[config.mk]
export PLATFORM = sky130hd
export DESIGN_NAME = dacr_regs
export DESIGN_NICKNAME = d
export VERILOG_FILES = /design/src/verilog/dacr_vol_step.v /design/src/verilog/dacr_regs.v
export VERILOG_INCLUDE_DIRS = /design/src /design/src/verilog
export SDC_FILE = /design/constraint.sdc
export NUM_CORES = 1
export LEC_CHECK = 0
export BUFFER_PORTS_ARGS = -buffer_cell sky130_fd_sc_hd__buf_2
export CAP_MARGIN = 20
export CORE_MARGIN = 5
export CORE_UTILIZATION = 50
export CTS_CLUSTER_DIAMETER = 30
export DETAILED_ROUTE_END_ITERATION = 10
export PLACE_DENSITY = 0.78
export SETUP_SLACK_MARGIN = 0.02
export SLEW_MARGIN = 0
export SYNTH_ARGS = -nofsm -noshare
export SYNTH_HDL_FRONTEND = slang
export SYNTH_SLANG_ARGS = --single-unit
[constraint.sdc]
create_clock -name i_clk -period 4.6 [get_ports i_clk]
set_input_delay 0.69 -clock i_clk [delete_from_list [all_inputs] [get_ports i_clk]]
set_output_delay 0.69 -clock i_clk [all_outputs]
set_load 0.05 [all_outputs]
[src/verilog/dacr_defines.vh]
// register map, field positions and codes for the dac output stage control bank
`ifndef DACR_DEFINES_VH
`define DACR_DEFINES_VH
`define DACR_OFS_PWR        10'h025
`define DACR_OFS_DRV        10'h026
`define DACR_OFS_RSVD       10'h027
`define DACR_OFS_STAGE      10'h028
`define DACR_OFS_SWITCH     10'h029
`define DACR_OFS_LVOL       10'h02b
`define DACR_OFS_RVOL       10'h02c
`define DACR_OFS_STATUS     10'h030
`define DACR_NUM_CH         2
`define DACR_ADDR_SHIFT     2
`define DACR_PWR_MASK       8'hf0
`define DACR_DRV_MASK       8'h3e
`define DACR_SW_MASK        8'hf3
`define DACR_VOL_MASK       8'h7f
`define DACR_RST8           8'h00
`define DACR_LEFT_HEADPHONE_COMMON_OUT_RSVD    2'h3
`define DACR_RIGHT_HEADPHONE_COMMON_OUT_MAX     3'h4
`define DACR_STEP_FS        2'h0
`define DACR_STEP_2FS       2'h1
`define DACR_STEP_OFF       2'h2
`define DACR_STEP_RSVD      2'h3
`define DACR_PATH_RSVD      2'h3
`define DACR_PATH_DIRECT    2'h2
`define DACR_LINK_L_FROM_R  2'h1
`define DACR_LINK_R_FROM_L  2'h2
`define DACR_DIRECT_TRIM_DB 8'h01
`endif

[src/verilog/dacr_vol_step.v]
// one channel volume follower that walks toward its target by single steps, or takes it at once when bypassed
`timescale 1ns/10ps
`default_nettype none
`include "dacr_defines.vh"
module dacr_vol_step #(
  parameter W = 7
) (
  input  wire         i_clk,
  input  wire         i_sys_rst,
  input  wire         i_tick,
  input  wire         i_bypass,
  input  wire [W-1:0] i_target,
  output wire [W-1:0] o_level
);
  reg [W-1:0] level_ff;
  reg [W-1:0] nxt_level;

  always @* begin
    nxt_level = level_ff;
    if (i_bypass) begin
      nxt_level = i_target;
    end else if (i_tick && (level_ff < i_target)) begin
      nxt_level = level_ff + {{(W-1){1'b0}}, 1'b1};
    end else if (i_tick && (level_ff > i_target)) begin
      nxt_level = level_ff - {{(W-1){1'b0}}, 1'b1};
    end
  end

  always @(posedge i_clk) begin
    if (i_sys_rst) begin
      level_ff <= {W{1'b0}};
    end else begin
      level_ff <= nxt_level;
    end
  end

  assign o_level = level_ff;
endmodule
`default_nettype wire

[src/verilog/dacr_regs.v]
// apb register bank for dac power, output driver and path switching control
`timescale 1ns/10ps
`default_nettype none
`include "dacr_defines.vh"
module dacr_regs #(
  parameter VW = 7
) (
  input  wire          i_clk,
  input  wire          i_sys_rst,
  input  wire          i_psel,
  input  wire          i_penable,
  input  wire          i_pwrite,
  input  wire [11:0]   i_paddr,
  input  wire [31:0]   i_pwdata,
  input  wire          i_fs_tick,
  output reg  [31:0]   o_prdata,
  output reg           o_pready,
  output reg           o_pslverr,
  output reg           o_left_dac_pwr,
  output reg           o_right_dac_pwr,
  output reg  [1:0]    o_left_headphone_common_out_cfg,
  output reg  [2:0]    o_right_headphone_common_out_cfg,
  output reg           o_short_prot_en,
  output reg           o_short_prot_pwrdn,
  output reg  [1:0]    o_out_cm_sel,
  output reg  [1:0]    o_second_left_line_input_bypass,
  output reg  [1:0]    o_second_right_line_input_bypass,
  output reg  [1:0]    o_left_dac_path_sel,
  output reg  [1:0]    o_right_dac_path_sel,
  output reg  [7:0]    o_left_direct_trim_db,
  output reg  [7:0]    o_right_direct_trim_db,
  output reg  [VW-1:0] o_left_dac_vol,
  output reg  [VW-1:0] o_right_dac_vol
);
  localparam NCH = `DACR_NUM_CH;
  reg  [7:0]    pwr_ff;
  reg  [7:0]    drv_ff;
  reg  [7:0]    stage_ff;
  reg  [7:0]    switch_ff;
  reg  [7:0]    lvol_ff;
  reg  [7:0]    rvol_ff;
  reg           half_ff;
  reg           rsvd_hit_ff;
  reg  [7:0]    nxt_pwr;
  reg  [7:0]    nxt_drv;
  reg  [7:0]    nxt_stage;
  reg  [7:0]    nxt_switch;
  reg  [31:0]   nxt_rdata;
  reg           nxt_err;
  reg           nxt_rsvd_hit;
  reg  [31:0]   nxt_prdata;
  reg           nxt_pslverr;
  reg  [7:0]    nxt_lvol;
  reg  [7:0]    nxt_rvol;
  wire [9:0]    idx;
  wire          wr_acc;
  wire          acc;
  wire          setup;
  wire [7:0]    wd;
  wire          tick;
  wire          step_off;
  wire [VW-1:0] lvol_target;
  wire [VW-1:0] rvol_target;
  wire [VW-1:0] lvol_level;
  wire [VW-1:0] rvol_level;
  wire [NCH*VW-1:0] vol_target;
  wire [NCH*VW-1:0] vol_level;
  genvar        ch;

  assign idx    = i_paddr[11:`DACR_ADDR_SHIFT];
  assign acc    = i_psel && i_penable && o_pready;
  assign wr_acc = acc && i_pwrite;
  assign setup  = i_psel && !i_penable;
  assign wd     = i_pwdata[7:0];

  // forbidden codes are refused field by field so the outputs never see them
  always @* begin
    nxt_pwr      = pwr_ff;
    nxt_drv      = drv_ff;
    nxt_stage    = stage_ff;
    nxt_switch   = switch_ff;
    nxt_err      = 1'b0;
    nxt_rsvd_hit = rsvd_hit_ff;
    case (idx)
      `DACR_OFS_PWR: begin
        nxt_pwr[7:6] = wd[7:6];
        if (wd[5:4] != `DACR_LEFT_HEADPHONE_COMMON_OUT_RSVD) begin
          nxt_pwr[5:4] = wd[5:4];
        end else begin
          nxt_err = 1'b1;
        end
        nxt_pwr = nxt_pwr & `DACR_PWR_MASK;
      end
      `DACR_OFS_DRV: begin
        if (wd[5:3] <= `DACR_RIGHT_HEADPHONE_COMMON_OUT_MAX) begin
          nxt_drv[5:3] = wd[5:3];
        end else begin
          nxt_err = 1'b1;
        end
        nxt_drv[2:1] = wd[2:1];
        nxt_drv = nxt_drv & `DACR_DRV_MASK;
      end
      `DACR_OFS_RSVD: begin
        nxt_err      = 1'b1;
        nxt_rsvd_hit = 1'b1;
      end
      `DACR_OFS_STAGE: begin
        nxt_stage[7:2] = wd[7:2];
        if (wd[1:0] != `DACR_STEP_RSVD) begin
          nxt_stage[1:0] = wd[1:0];
        end else begin
          nxt_err = 1'b1;
        end
      end
      `DACR_OFS_SWITCH: begin
        if (wd[7:6] != `DACR_PATH_RSVD) begin
          nxt_switch[7:6] = wd[7:6];
        end else begin
          nxt_err = 1'b1;
        end
        if (wd[5:4] != `DACR_PATH_RSVD) begin
          nxt_switch[5:4] = wd[5:4];
        end else begin
          nxt_err = 1'b1;
        end
        nxt_switch[1:0] = wd[1:0];
        nxt_switch = nxt_switch & `DACR_SW_MASK;
      end
      `DACR_OFS_LVOL, `DACR_OFS_RVOL: begin
        nxt_err = 1'b0;
      end
      default: begin
        nxt_err = 1'b1;
      end
    endcase
    // only a completed write access may change the stored fields
    if (!wr_acc) begin
      nxt_pwr      = pwr_ff;
      nxt_drv      = drv_ff;
      nxt_stage    = stage_ff;
      nxt_switch   = switch_ff;
      nxt_rsvd_hit = rsvd_hit_ff;
    end
  end

  always @* begin
    nxt_rdata = 32'h0000_0000;
    case (idx)
      `DACR_OFS_PWR:    nxt_rdata[7:0] = pwr_ff;
      `DACR_OFS_DRV:    nxt_rdata[7:0] = drv_ff;
      `DACR_OFS_RSVD:   nxt_rdata[7:0] = `DACR_RST8;
      `DACR_OFS_STAGE:  nxt_rdata[7:0] = stage_ff;
      `DACR_OFS_SWITCH: nxt_rdata[7:0] = switch_ff;
      `DACR_OFS_LVOL:   nxt_rdata[7:0] = lvol_ff;
      `DACR_OFS_RVOL:   nxt_rdata[7:0] = rvol_ff;
      `DACR_OFS_STATUS: nxt_rdata[15:0] = {rsvd_hit_ff, lvol_level, rvol_level, 1'b0};
      default:          nxt_rdata = 32'h0000_0000;
    endcase
  end

  // setup cycle prepares the answer so ready, error and data all stand in the access cycle
  always @* begin
    nxt_prdata  = o_prdata;
    nxt_pslverr = 1'b0;
    nxt_lvol    = lvol_ff;
    nxt_rvol    = rvol_ff;
    if (setup) begin
      nxt_prdata  = i_pwrite ? 32'h0000_0000 : nxt_rdata;
      nxt_pslverr = i_pwrite ? nxt_err :
                    ((idx > `DACR_OFS_STATUS) || (idx < `DACR_OFS_PWR));
    end
    if (wr_acc && (idx == `DACR_OFS_LVOL)) begin
      nxt_lvol = wd & `DACR_VOL_MASK;
    end
    if (wr_acc && (idx == `DACR_OFS_RVOL)) begin
      nxt_rvol = wd & `DACR_VOL_MASK;
    end
  end

  // pready drops after each access so every transfer takes exactly one wait-free access cycle
  always @(posedge i_clk) begin
    if (i_sys_rst) begin
      pwr_ff      <= `DACR_RST8;
      drv_ff      <= `DACR_RST8;
      stage_ff    <= `DACR_RST8;
      switch_ff   <= `DACR_RST8;
      lvol_ff     <= `DACR_RST8;
      rvol_ff     <= `DACR_RST8;
      rsvd_hit_ff <= 1'b0;
      o_prdata    <= 32'h0000_0000;
      o_pready    <= 1'b0;
      o_pslverr   <= 1'b0;
    end else begin
      pwr_ff      <= nxt_pwr;
      drv_ff      <= nxt_drv;
      stage_ff    <= nxt_stage;
      switch_ff   <= nxt_switch;
      lvol_ff     <= nxt_lvol;
      rvol_ff     <= nxt_rvol;
      rsvd_hit_ff <= nxt_rsvd_hit;
      o_prdata    <= nxt_prdata;
      o_pready    <= setup;
      o_pslverr   <= nxt_pslverr;
    end
  end

  // soft-step tick: every frame tick or every second one; off means immediate
  always @(posedge i_clk) begin
    if (i_sys_rst) begin
      half_ff <= 1'b0;
    end else begin
      half_ff <= half_ff ^ i_fs_tick;
    end
  end

  assign step_off = (stage_ff[1:0] == `DACR_STEP_OFF);
  assign tick = i_fs_tick &&
                ((stage_ff[1:0] == `DACR_STEP_FS) || half_ff);

  // linking chooses which channel field each dac follows
  assign lvol_target = (switch_ff[1:0] == `DACR_LINK_L_FROM_R) ?
                       rvol_ff[VW-1:0] : lvol_ff[VW-1:0];
  assign rvol_target = (switch_ff[1:0] == `DACR_LINK_R_FROM_L) ?
                       lvol_ff[VW-1:0] : rvol_ff[VW-1:0];

  assign vol_target = {rvol_target, lvol_target};
  assign lvol_level = vol_level[VW-1:0];
  assign rvol_level = vol_level[VW +: VW];

  // one follower per channel, both paced by the same tick so linked channels move together
  generate
    for (ch = 0; ch < NCH; ch = ch + 1) begin : g_step
      dacr_vol_step #(
        .W (VW)
      ) u_step (
        .i_clk     (i_clk),
        .i_sys_rst (i_sys_rst),
        .i_tick    (tick),
        .i_bypass  (step_off),
        .i_target  (vol_target[ch*VW +: VW]),
        .o_level   (vol_level[ch*VW +: VW])
      );
    end
  endgenerate

  always @(posedge i_clk) begin
    if (i_sys_rst) begin
      o_left_dac_pwr                   <= 1'b0;
      o_right_dac_pwr                  <= 1'b0;
      o_left_headphone_common_out_cfg  <= 2'h0;
      o_right_headphone_common_out_cfg <= 3'h0;
      o_short_prot_en                  <= 1'b0;
      o_short_prot_pwrdn               <= 1'b0;
      o_out_cm_sel                     <= 2'h0;
      o_second_left_line_input_bypass  <= 2'h0;
      o_second_right_line_input_bypass <= 2'h0;
      o_left_dac_path_sel              <= 2'h0;
      o_right_dac_path_sel             <= 2'h0;
      o_left_direct_trim_db            <= 8'h00;
      o_right_direct_trim_db           <= 8'h00;
      o_left_dac_vol                   <= {VW{1'b0}};
      o_right_dac_vol                  <= {VW{1'b0}};
    end else begin
      o_left_dac_pwr                   <= pwr_ff[7];
      o_right_dac_pwr                  <= pwr_ff[6];
      o_left_headphone_common_out_cfg  <= pwr_ff[5:4];
      o_right_headphone_common_out_cfg <= drv_ff[5:3];
      o_short_prot_en                  <= drv_ff[2];
      o_short_prot_pwrdn               <= drv_ff[2] && drv_ff[1];
      o_out_cm_sel                     <= stage_ff[7:6];
      o_second_left_line_input_bypass  <= stage_ff[5:4];
      o_second_right_line_input_bypass <= stage_ff[3:2];
      o_left_dac_path_sel              <= switch_ff[7:6];
      o_right_dac_path_sel             <= switch_ff[5:4];
      o_left_direct_trim_db  <= (switch_ff[7:6] == `DACR_PATH_DIRECT) ?
                                `DACR_DIRECT_TRIM_DB : 8'h00;
      o_right_direct_trim_db <= (switch_ff[5:4] == `DACR_PATH_DIRECT) ?
                                `DACR_DIRECT_TRIM_DB : 8'h00;
      o_left_dac_vol                   <= lvol_level;
      o_right_dac_vol                  <= rvol_level;
    end
  end
endmodule
`default_nettype wire

==> results.cfg, run 1 <==
[finish]
final-instance-count-excl-fill = 815
area_growth_pct = 8.74
final_cell_mix = dfxtp_1 (106), buf_2 (76), nor2_1 (50), nand2_1 (50), a21oi_1 (44)
drive_gt1_frac = 0.175
antennaDiodeCount = 0
final_nets = 746
finish.utilization = 0.550
final_common_cell = dfxtp_1

[global_route]
gr-total-overflow = 0
grt_max_degree = 49
top_usage_layer = met2
use_met1 = 0.267
grtUsageMet3 = 0.0402
grt_usage = 0.214
antenna_found_initial = 0
grt_pass1_wl_mm = 22.4
met2_usage = 0.369
grt_pass1_vias = 4456

[pwr]
power.leakage_nw = 2.49
total_power_mw = 2.75
ir_worst_vdd_v = 0.000273
power.density_nw_per_um2 = 465

[floorplanning]
coreArea_um2 = 10700
die_h_um = 114
pin_count = 133
die_w_um = 114
rows = 38
start_util = 0.506
floorplan.die_area_um2 = 13100

[yosys]
avgSynthCellArea_um2 = 8.83
seq_area_frac_synth = 0.390
synth_area_um2 = 5440
synth_warnings = 0
synthFlopType = dfxtp_1
synth_edf_count = 0
synth_cell_type_count = 68
netlist_instances = 616
synth-async-reset-ratio = 0
synth-seq-cells = 106

[clock_tree]
cts.sinks = 106
clock-root-buffer = clkbuf_8
path_clk_slew_ns = 0.11
cts_resized = 0
clock_path_buffers = 2
insertion_delay_ns = 0.37
cts_tree = yes
postCtsHoldBufs = 0
htreeDepth = 3
cts_setup_buffers = 0
numCtsBuffers = 9

[timing]
fin_crit_ns = 4.06
finalMaxSlewViolations = 0
setup_viol = 0
max_freq_ghz = 0.246
setup-tns-final_ns = 0
setup_ws_ns = 0.539
clock-skew-final_ns = 0.0178
rsz0062_at_grt = false
slew_headroom = 0.408
tightest_slew_ns = 0.888
hold_viol = 0
fin_crit_sh = 0.883

[worst_setup_path]
reg2regPathDepth = 14
worstPathRequired_ns = 4.85
setup.worst_path.end_class = flop
max_stage_delay_ns = 0.53
path_buf_inv = 0
cp_max_fo = 6
critPathLaunchType = flop
slowest_stage = a2111oi_0
path_depth = 14
worstSetupPathType = reg2reg
arrival_ns = 4.31
cp_cell_sequence = nand2b_1, mux2i_1, ha_1, nor2b_1, o21ai_0, a21oi_1, or3_1, fa_1, a211oi_1, o21ai_0, a2111oi_0, o31ai_1, a21oi_1, a311oi_1
cp_top_family = compound AO/OA/AOI/OAI gates

[route]
via_count = 4705
initialDrtViolationCount = 354
drt_drc_violations_left = 0
drtPass1Iterations = 6
wl_per_cell_um = 17.3
routed_via_density = 5.77
wl_mm = 14.1
drtAntennaViolNets = 0

[placed_design]
dp_hpwl_mm = 10.3
place_ws_ns = 0.650
port_buffers = 76
placed_cells = 798
place_congestion = 0.918

[min_path]
hold_depth = 2
min_path_type = reg2reg

[status]
outcome = complete, no violations

[job]
maxCapViolCount = 0
==> tightest hold or removal path: cells and delay by family, from the launching register on <==
kind	cells	cell delay, ns
flops	1	0.32
simple gates	1	0.05
compound gates	1	0.05
==> synthesized netlist by cell type (3+ instances only) <==
cell | count | share of area
dfxtp_1 | 106 | 0.39
nand2_1 | 50 | 0.035
nor2_1 | 50 | 0.035
a21oi_1 | 44 | 0.040
nor2b_1 | 41 | 0.047
buf_4 | 32 | 0.044
mux2i_1 | 28 | 0.052
ha_1 | 24 | 0.055
nand3_1 | 22 | 0.020
o21ai_0 | 19 | 0.017
clkbuf_1 | 17 | 0.012
a22oi_1 | 15 | 0.021
inv_1 | 13 | 0.0090
buf_2 | 11 | 0.010
nand2b_1 | 10 | 0.012
nor3_1 | 10 | 0.0092
a211oi_1 | 8 | 0.011
a31oi_1 | 7 | 0.0081
a22o_1 | 6 | 0.0097
and2_1 | 6 | 0.0069
a21o_1 | 5 | 0.0069
and3_1 | 5 | 0.0058
nand4_1 | 5 | 0.0058
o211ai_1 | 5 | 0.0069
buf_1 | 4 | 0.0028
buf_6 | 4 | 0.0083
mux2_2 | 4 | 0.0083
o221a_2 | 4 | 0.0083
xnor2_1 | 4 | 0.0064
xor2_1 | 4 | 0.0064
a2bb2oi_1 | 3 | 0.0048
nand3b_1 | 3 | 0.0041
==> flip-flops by register name (all words and copies together) (netlist names), 3 cells and up <==
| name | cells |
|---|---|
| g_step.u_step.o_level | 14 |
| o_left_dac_vol | 7 |
| o_right_dac_vol | 7 |
| switch_ff | 6 |
| o_right_headphone_common_out_cfg | 3 |
| rvol_ff | 7 |
| o_prdata | 16 |
| pwr_ff | 4 |
| stage_ff | 8 |
| lvol_ff | 7 |
| drv_ff | 5 |
==> worst paths after layout <==
| path | slack (ns) | start | endpoint |
|---|---|---|---|
| worst min register to register | 0.46 | o_prdata[7] | o_prdata[7] |
| worst min-delay path | 0.46 | o_prdata[7] | o_prdata[7] |
| worst max-delay path | 0.54 | switch_ff[0] | g_step[1].u_step.o_level[6] |
| worst max register to register | 0.54 | switch_ff[0] | g_step[1].u_step.o_level[6] |
==> cell families after synthesis <==
group                      count (synthesis)  share of synthesized area
DFF                                      106                      0.390
AOI/OAI and AO/OA                        142                      0.176
muxes                                     32                     0.0598
xor gates and xnor gates                   8                     0.0129
other                                      1                   0.000690
adders and majority gates                 26                     0.0626
and+or+nand+nor                          220                      0.211
buffers and inverters                     81                     0.0861
==> stage by stage <==
step           hold slack, ns  area [µm²]
6_report                0.458        5910
5_1_grt                 0.481        5910
4_1_cts                 0.462        5910
3_5_place_dp            0.446        5720
3_3_place_gp            0.454        5720
2_1_floorplan           0.424        5550
==> per-layer routing <==
metal  vias to the layer above  wire [µm]
met3                        31       1250
met1                      2223       5650
met2                       217       6880
met4                         0        306
met5                         -          0
li1                       2234          -
==> where the power goes <==
group	switching, mW	internal [mW]	total [mW]	leakage (nW)
clock	0.346	0.210	0.557	0.0949
combinational	0.672	0.444	1.12	1.53
sequential	0.0894	0.989	1.08	0.859
total	1.11	1.64	2.75	2.49
==> layout make-up <==
class                      instances  area (µm²)
fill                            1032        4830
multi-input combinational        458        2960
sequential                       106        2120
timing repair buffer              82         425
tap                              140         175
clock buffer                      10         128
clock inverter                     6        57.6
inverter                          13        48.8
Note: power is estimated with default switching activity, not from simulation.
==> run 2, diff against run 1 <==
Settings changed: BUFFER_PORTS_ARGS -buffer_cell sky130_fd_sc_hd__buf_2 to -buffer_cell sky130_fd_sc_hd__buf_4.
==> run 2 against run 1 <==
Utilization increased by 1.7 points. Clock skew is 0.0033 ns lower. Total power increased by 0.81%. Worst setup slack worse by 0.084 ns. Die area unchanged. Largest cell class unchanged. Register-to-register slack got worse by 0.08 ns. Fmax down 2.0%. Final cell count shrank 0.25%.
==> results.cfg, run 2 (synthesized netlist as in run 1, its figures left out) <==
[status]
outcome = complete, no violations

[clock_tree]
cts_setup_buffers = 0
cts.sinks = 106
cts_resized = 0
postCtsHoldBufs = 0
clock_path_buffers = 2
cts_tree = yes
insertion_delay_ns = 0.38
clock-root-buffer = clkbuf_8
numCtsBuffers = 9
htreeDepth = 3
path_clk_slew_ns = 0.11

[timing]
setup_ws_ns = 0.456
setup-tns-final_ns = 0
setup_viol = 0
rsz0062_at_grt = false
tightest_slew_ns = 1.13
finalMaxSlewViolations = 0
holdWs_ns = 0.466
fin_crit_ns = 4.14
hold_viol = 0
max_freq_ghz = 0.241
fin_crit_sh = 0.901
clock-skew-final_ns = 0.0145
slew_headroom = 0.248

[finish]
area_growth_pct = 12.2
final_cell_mix = dfxtp_1 (106), buf_4 (80), nor2_1 (50), nand2_1 (50), a21oi_1 (44)
top_register = o_prdata
final_nets = 744
final_common_cell = dfxtp_1
antennaDiodeCount = 0
final-instance-count-excl-fill = 813
largest_reg_flops = 16
drive_gt1_frac = 0.174
fillers = 997

[worst_setup_path]
critPathLaunchType = flop
cp_max_fo = 7
worstSetupPathType = reg2reg
arrival_ns = 4.39
worstPathRequired_ns = 4.85
setup.worst_path.end_class = flop

[global_route]
grt_pass1_vias = 4581
grt_usage = 0.215
antenna_found_initial = 0
gr-total-overflow = 0
grt_pass1_wl_mm = 22.7
grt_max_degree = 90

[floorplanning]
start_util = 0.506
coreArea_um2 = 10700
rows = 38
die_w_um = 114
die_h_um = 114
floorplan.die_area_um2 = 13100
pin_count = 133

[placed_design]
placed_cells = 797
place_congestion = 0.942
place_ws_ns = 0.512
dp_hpwl_mm = 10.1
port_buffers = 76

[pwr]
ir_worst_vdd_v = 0.000264
power.leakage_nw = 2.50
total_power_mw = 2.77
power.density_nw_per_um2 = 455

[job]
maxCapViolCount = 0

[route]
routed_via_density = 5.72
drt_drc_violations_left = 0
drtPass1Iterations = 5
initialDrtViolationCount = 374
drtAntennaViolNets = 0
wl_per_cell_um = 17.1
via_count = 4649
wl_mm = 13.9

[min_path]
min_path_type = reg2reg
## run 2: cell count changes in the layout (fill, tap and decap cells not counted), sizes merged
| cell | delta |
|---|---|
| buf | -2 |
| clkbuf | +1 |
| inv | -1 |
## run 2: routing by layer
layer / share of wire / global-route usage / vias to the layer above
li1: - / - / 2233
met2: 0.48 / 0.359 / 231
met3: 0.088 / 0.0460 / 33
met1: 0.41 / 0.275 / 2152
met5: 0 / 0 / -
met4: 0.024 / 0.0792 / 0
## run 2: final timing paths
check	to	from	depth (start not counted)	slack, ns
setup / recovery	g_step[1].u_step.o_level[6]	switch_ff[0]	14	0.46
hold / removal	o_right_direct_trim_db[0]	switch_ff[4]	1	0.47
setup reg to reg	g_step[1].u_step.o_level[6]	switch_ff[0]	14	0.46
hold reg to reg	o_right_direct_trim_db[0]	switch_ff[4]	1	0.47
## run 2: power by group
part           switching (mW)  internal [mW]  total, mW
clock network           0.340          0.236      0.575
registers              0.0887          0.989       1.08
logic                   0.660          0.460       1.12
## run 2: through the flow
| stage | utilization | instance area [µm²] |
|---|---|---|
| 4_1_cts | 0.568 | 6100 |
| 2_1_floorplan | - | 5550 |
| 6_report | 0.568 | 6100 |
| 5_1_grt | 0.568 | 6100 |
| 3_5_place_dp | 0.549 | 5900 |
| 3_3_place_gp | 0.549 | 5900 |
## run 2: cell type report
class	instances	area, µm²	area share
well taps	140	175	0.0287
multi-input cells	458	2960	0.485
clock buffers	11	151	0.0248
inverters	13	48.8	0.00800
clock inverters	5	46.3	0.00759
repair buffers	80	601	0.0984
flip-flops and latches	106	2120	0.348
## run 2: critical path, cell delays in order, from the launching register on
cell	delay, ns
dfxtp_1	0.37
nand2b_1	0.41
mux2i_1	0.32
ha_1	0.28
nor2b_1	0.13
o21ai_0	0.19
a21oi_1	0.13
or3_1	0.51
fa_1	0.47
a211oi_1	0.21
o21ai_0	0.14
a2111oi_0	0.48
o31ai_1	0.17
a21oi_1	0.16
a311oi_1	0.06
==> run 3, diff against run 2 <==
Settings changed: CORE_UTILIZATION 50 to 54, PLACE_DENSITY 0.78 to 0.84.
==> run 3 against run 2 <==
Count of clock-buffer cells in the layout shrank 2. First-iteration DRC count shrank 1.6%. Final cell count shrank 0.74%. Largest cell class unchanged. Die area shrank 6.8%. Flip-flop and latch count is the same.
==> results.cfg, run 3 (synthesized netlist as in run 1, its figures left out) <==
[timing]
finalMaxSlewViolations = 0
clock-skew-final_ns = 0.0166
fin_crit_sh = 0.890
fin_crit_ns = 4.09
setup_ws_ns = 0.507
max_freq_ghz = 0.244
setup_viol = 0
setup-tns-final_ns = 0
hold_viol = 0
tightest_slew_ns = 1.11
slew_headroom = 0.259
rsz0062_at_grt = false

[route]
routed_via_density = 5.84
drtPass1Iterations = 5
wl_mm = 13.8
drtAntennaViolNets = 0
via_count = 4711
drt_drc_violations_left = 0
initialDrtViolationCount = 368
wl_per_cell_um = 17.0

[clock_tree]
numCtsBuffers = 9
cts_resized = 0
cts.sinks = 106
path_clk_slew_ns = 0.11
cts_setup_buffers = 0
clock_path_buffers = 2
htreeDepth = 3
clock-root-buffer = clkbuf_8
postCtsHoldBufs = 0
cts_tree = yes
insertion_delay_ns = 0.38

[placed_design]
place_area_um2 = 5900
port_buffers = 76
dp_hpwl_mm = 10.2
place_ws_ns = 0.562
place_congestion = 0.951

[pwr]
power.leakage_nw = 2.51
power_frac_comb = 0.397
pwr-share-seq = 0.383
power.density_nw_per_um2 = 460
internal_power_mw = 1.72
netSwitchingPower_mw = 1.10
total_power_mw = 2.81
switching_share = 0.390
ir_worst_vdd_v = 0.000261
pwr-share-clk = 0.220

[floorplanning]
die_w_um = 110
pin_count = 133
floorplan.die_area_um2 = 12200
rows = 36
start_util = 0.554
coreArea_um2 = 9820
die_h_um = 110

[finish]
finish.utilization = 0.623
antennaDiodeCount = 0
top_register = o_prdata
final_cell_mix = dfxtp_1 (106), buf_4 (81), nor2_1 (50), nand2_1 (50), a21oi_1 (44)
final_nets = 745
area_growth_pct = 12.6
largest_reg_flops = 16
final-seq-area_um2 = 2120
fillers = 854
final_common_cell = dfxtp_1
final_area_um2 = 6120
multi_input_area_um2 = 2960
drive_gt1_frac = 0.175

[worst_setup_path]
worstPathRequired_ns = 4.88
critPathLaunchType = flop
cp_max_fo = 6
cp_cell_sequence = nand2b_1, mux2i_1, ha_1, nor2b_1, o21ai_0, a21oi_1, or3_1, fa_1, a211oi_1, o21ai_0, a2111oi_0, o31ai_1, a311oi_1
reg2regPathDepth = 13
crit_top_cell = o21ai_0
worstSetupPathType = reg2reg
setup.worst_path.end_class = flop
arrival_ns = 4.37
max_stage_delay_ns = 0.51
slowest_stage = or3_1

[global_route]
grt_pass1_wl_mm = 21.5
grt_max_degree = 90
antenna_found_initial = 0
gr-total-overflow = 0
grt_usage = 0.225
grt_pass1_vias = 4389

[status]
outcome = complete, no violations

[min_path]
min_path_type = reg2reg
hold_depth = 2

[job]
maxCapViolCount = 0
-- run 3: worst paths after layout --
check,startpoint,endpoint,slack (ns)
worst max-delay path,switch_ff[0],g_step[1].u_step.o_level[6],0.51
worst min-delay path,o_prdata[7],o_prdata[7],0.47
worst max register to register,switch_ff[0],g_step[1].u_step.o_level[6],0.51
worst min register to register,o_prdata[7],o_prdata[7],0.47
-- run 3: routing by layer --
| metal | track usage | share of wire |
|---|---|---|
| met3 | 0.0443 | 0.082 |
| met5 | 0 | 0 |
| met1 | 0.275 | 0.40 |
| met2 | 0.386 | 0.49 |
| met4 | 0.0959 | 0.030 |
-- run 3: metrics by stage --
stage | hold slack, ns | cells
finish | 0.465 | 807
global route | 0.508 | 807
CTS | 0.469 | 807
detailed placement | 0.454 | 791
global placement | 0.448 | 791
floorplan | 0.424 | 645
-- run 3: area by class of cell --
class,count,share of cell area
clock buffer,9,0.0202
clock inverter,7,0.0157
inverter,13,0.00797
multi-input combinational,458,0.483
sequential,106,0.347
tap,133,0.0272
timing repair buffer,81,0.0993
-- run 3: critical path: cells and delay by family, from the launching register on --
| family | cells | cell delay [ns] |
|---|---|---|
| simple gates | 3 | 0.89 |
| compound gates | 7 | 1.66 |
| fa+ha+maj | 2 | 0.75 |
| mux | 1 | 0.31 |
| flops | 1 | 0.39 |
-- run 3: power by group through the flow --
stage               clock [mW]  sequential (mW)  combinational (mW)
finish                   0.619             1.08                1.12
global placement             0             1.10                1.06
global route             0.660             1.09                1.23
floorplan                    0             1.15               0.821
detailed placement           0             1.10                1.10
CTS                      0.624             1.08                1.11
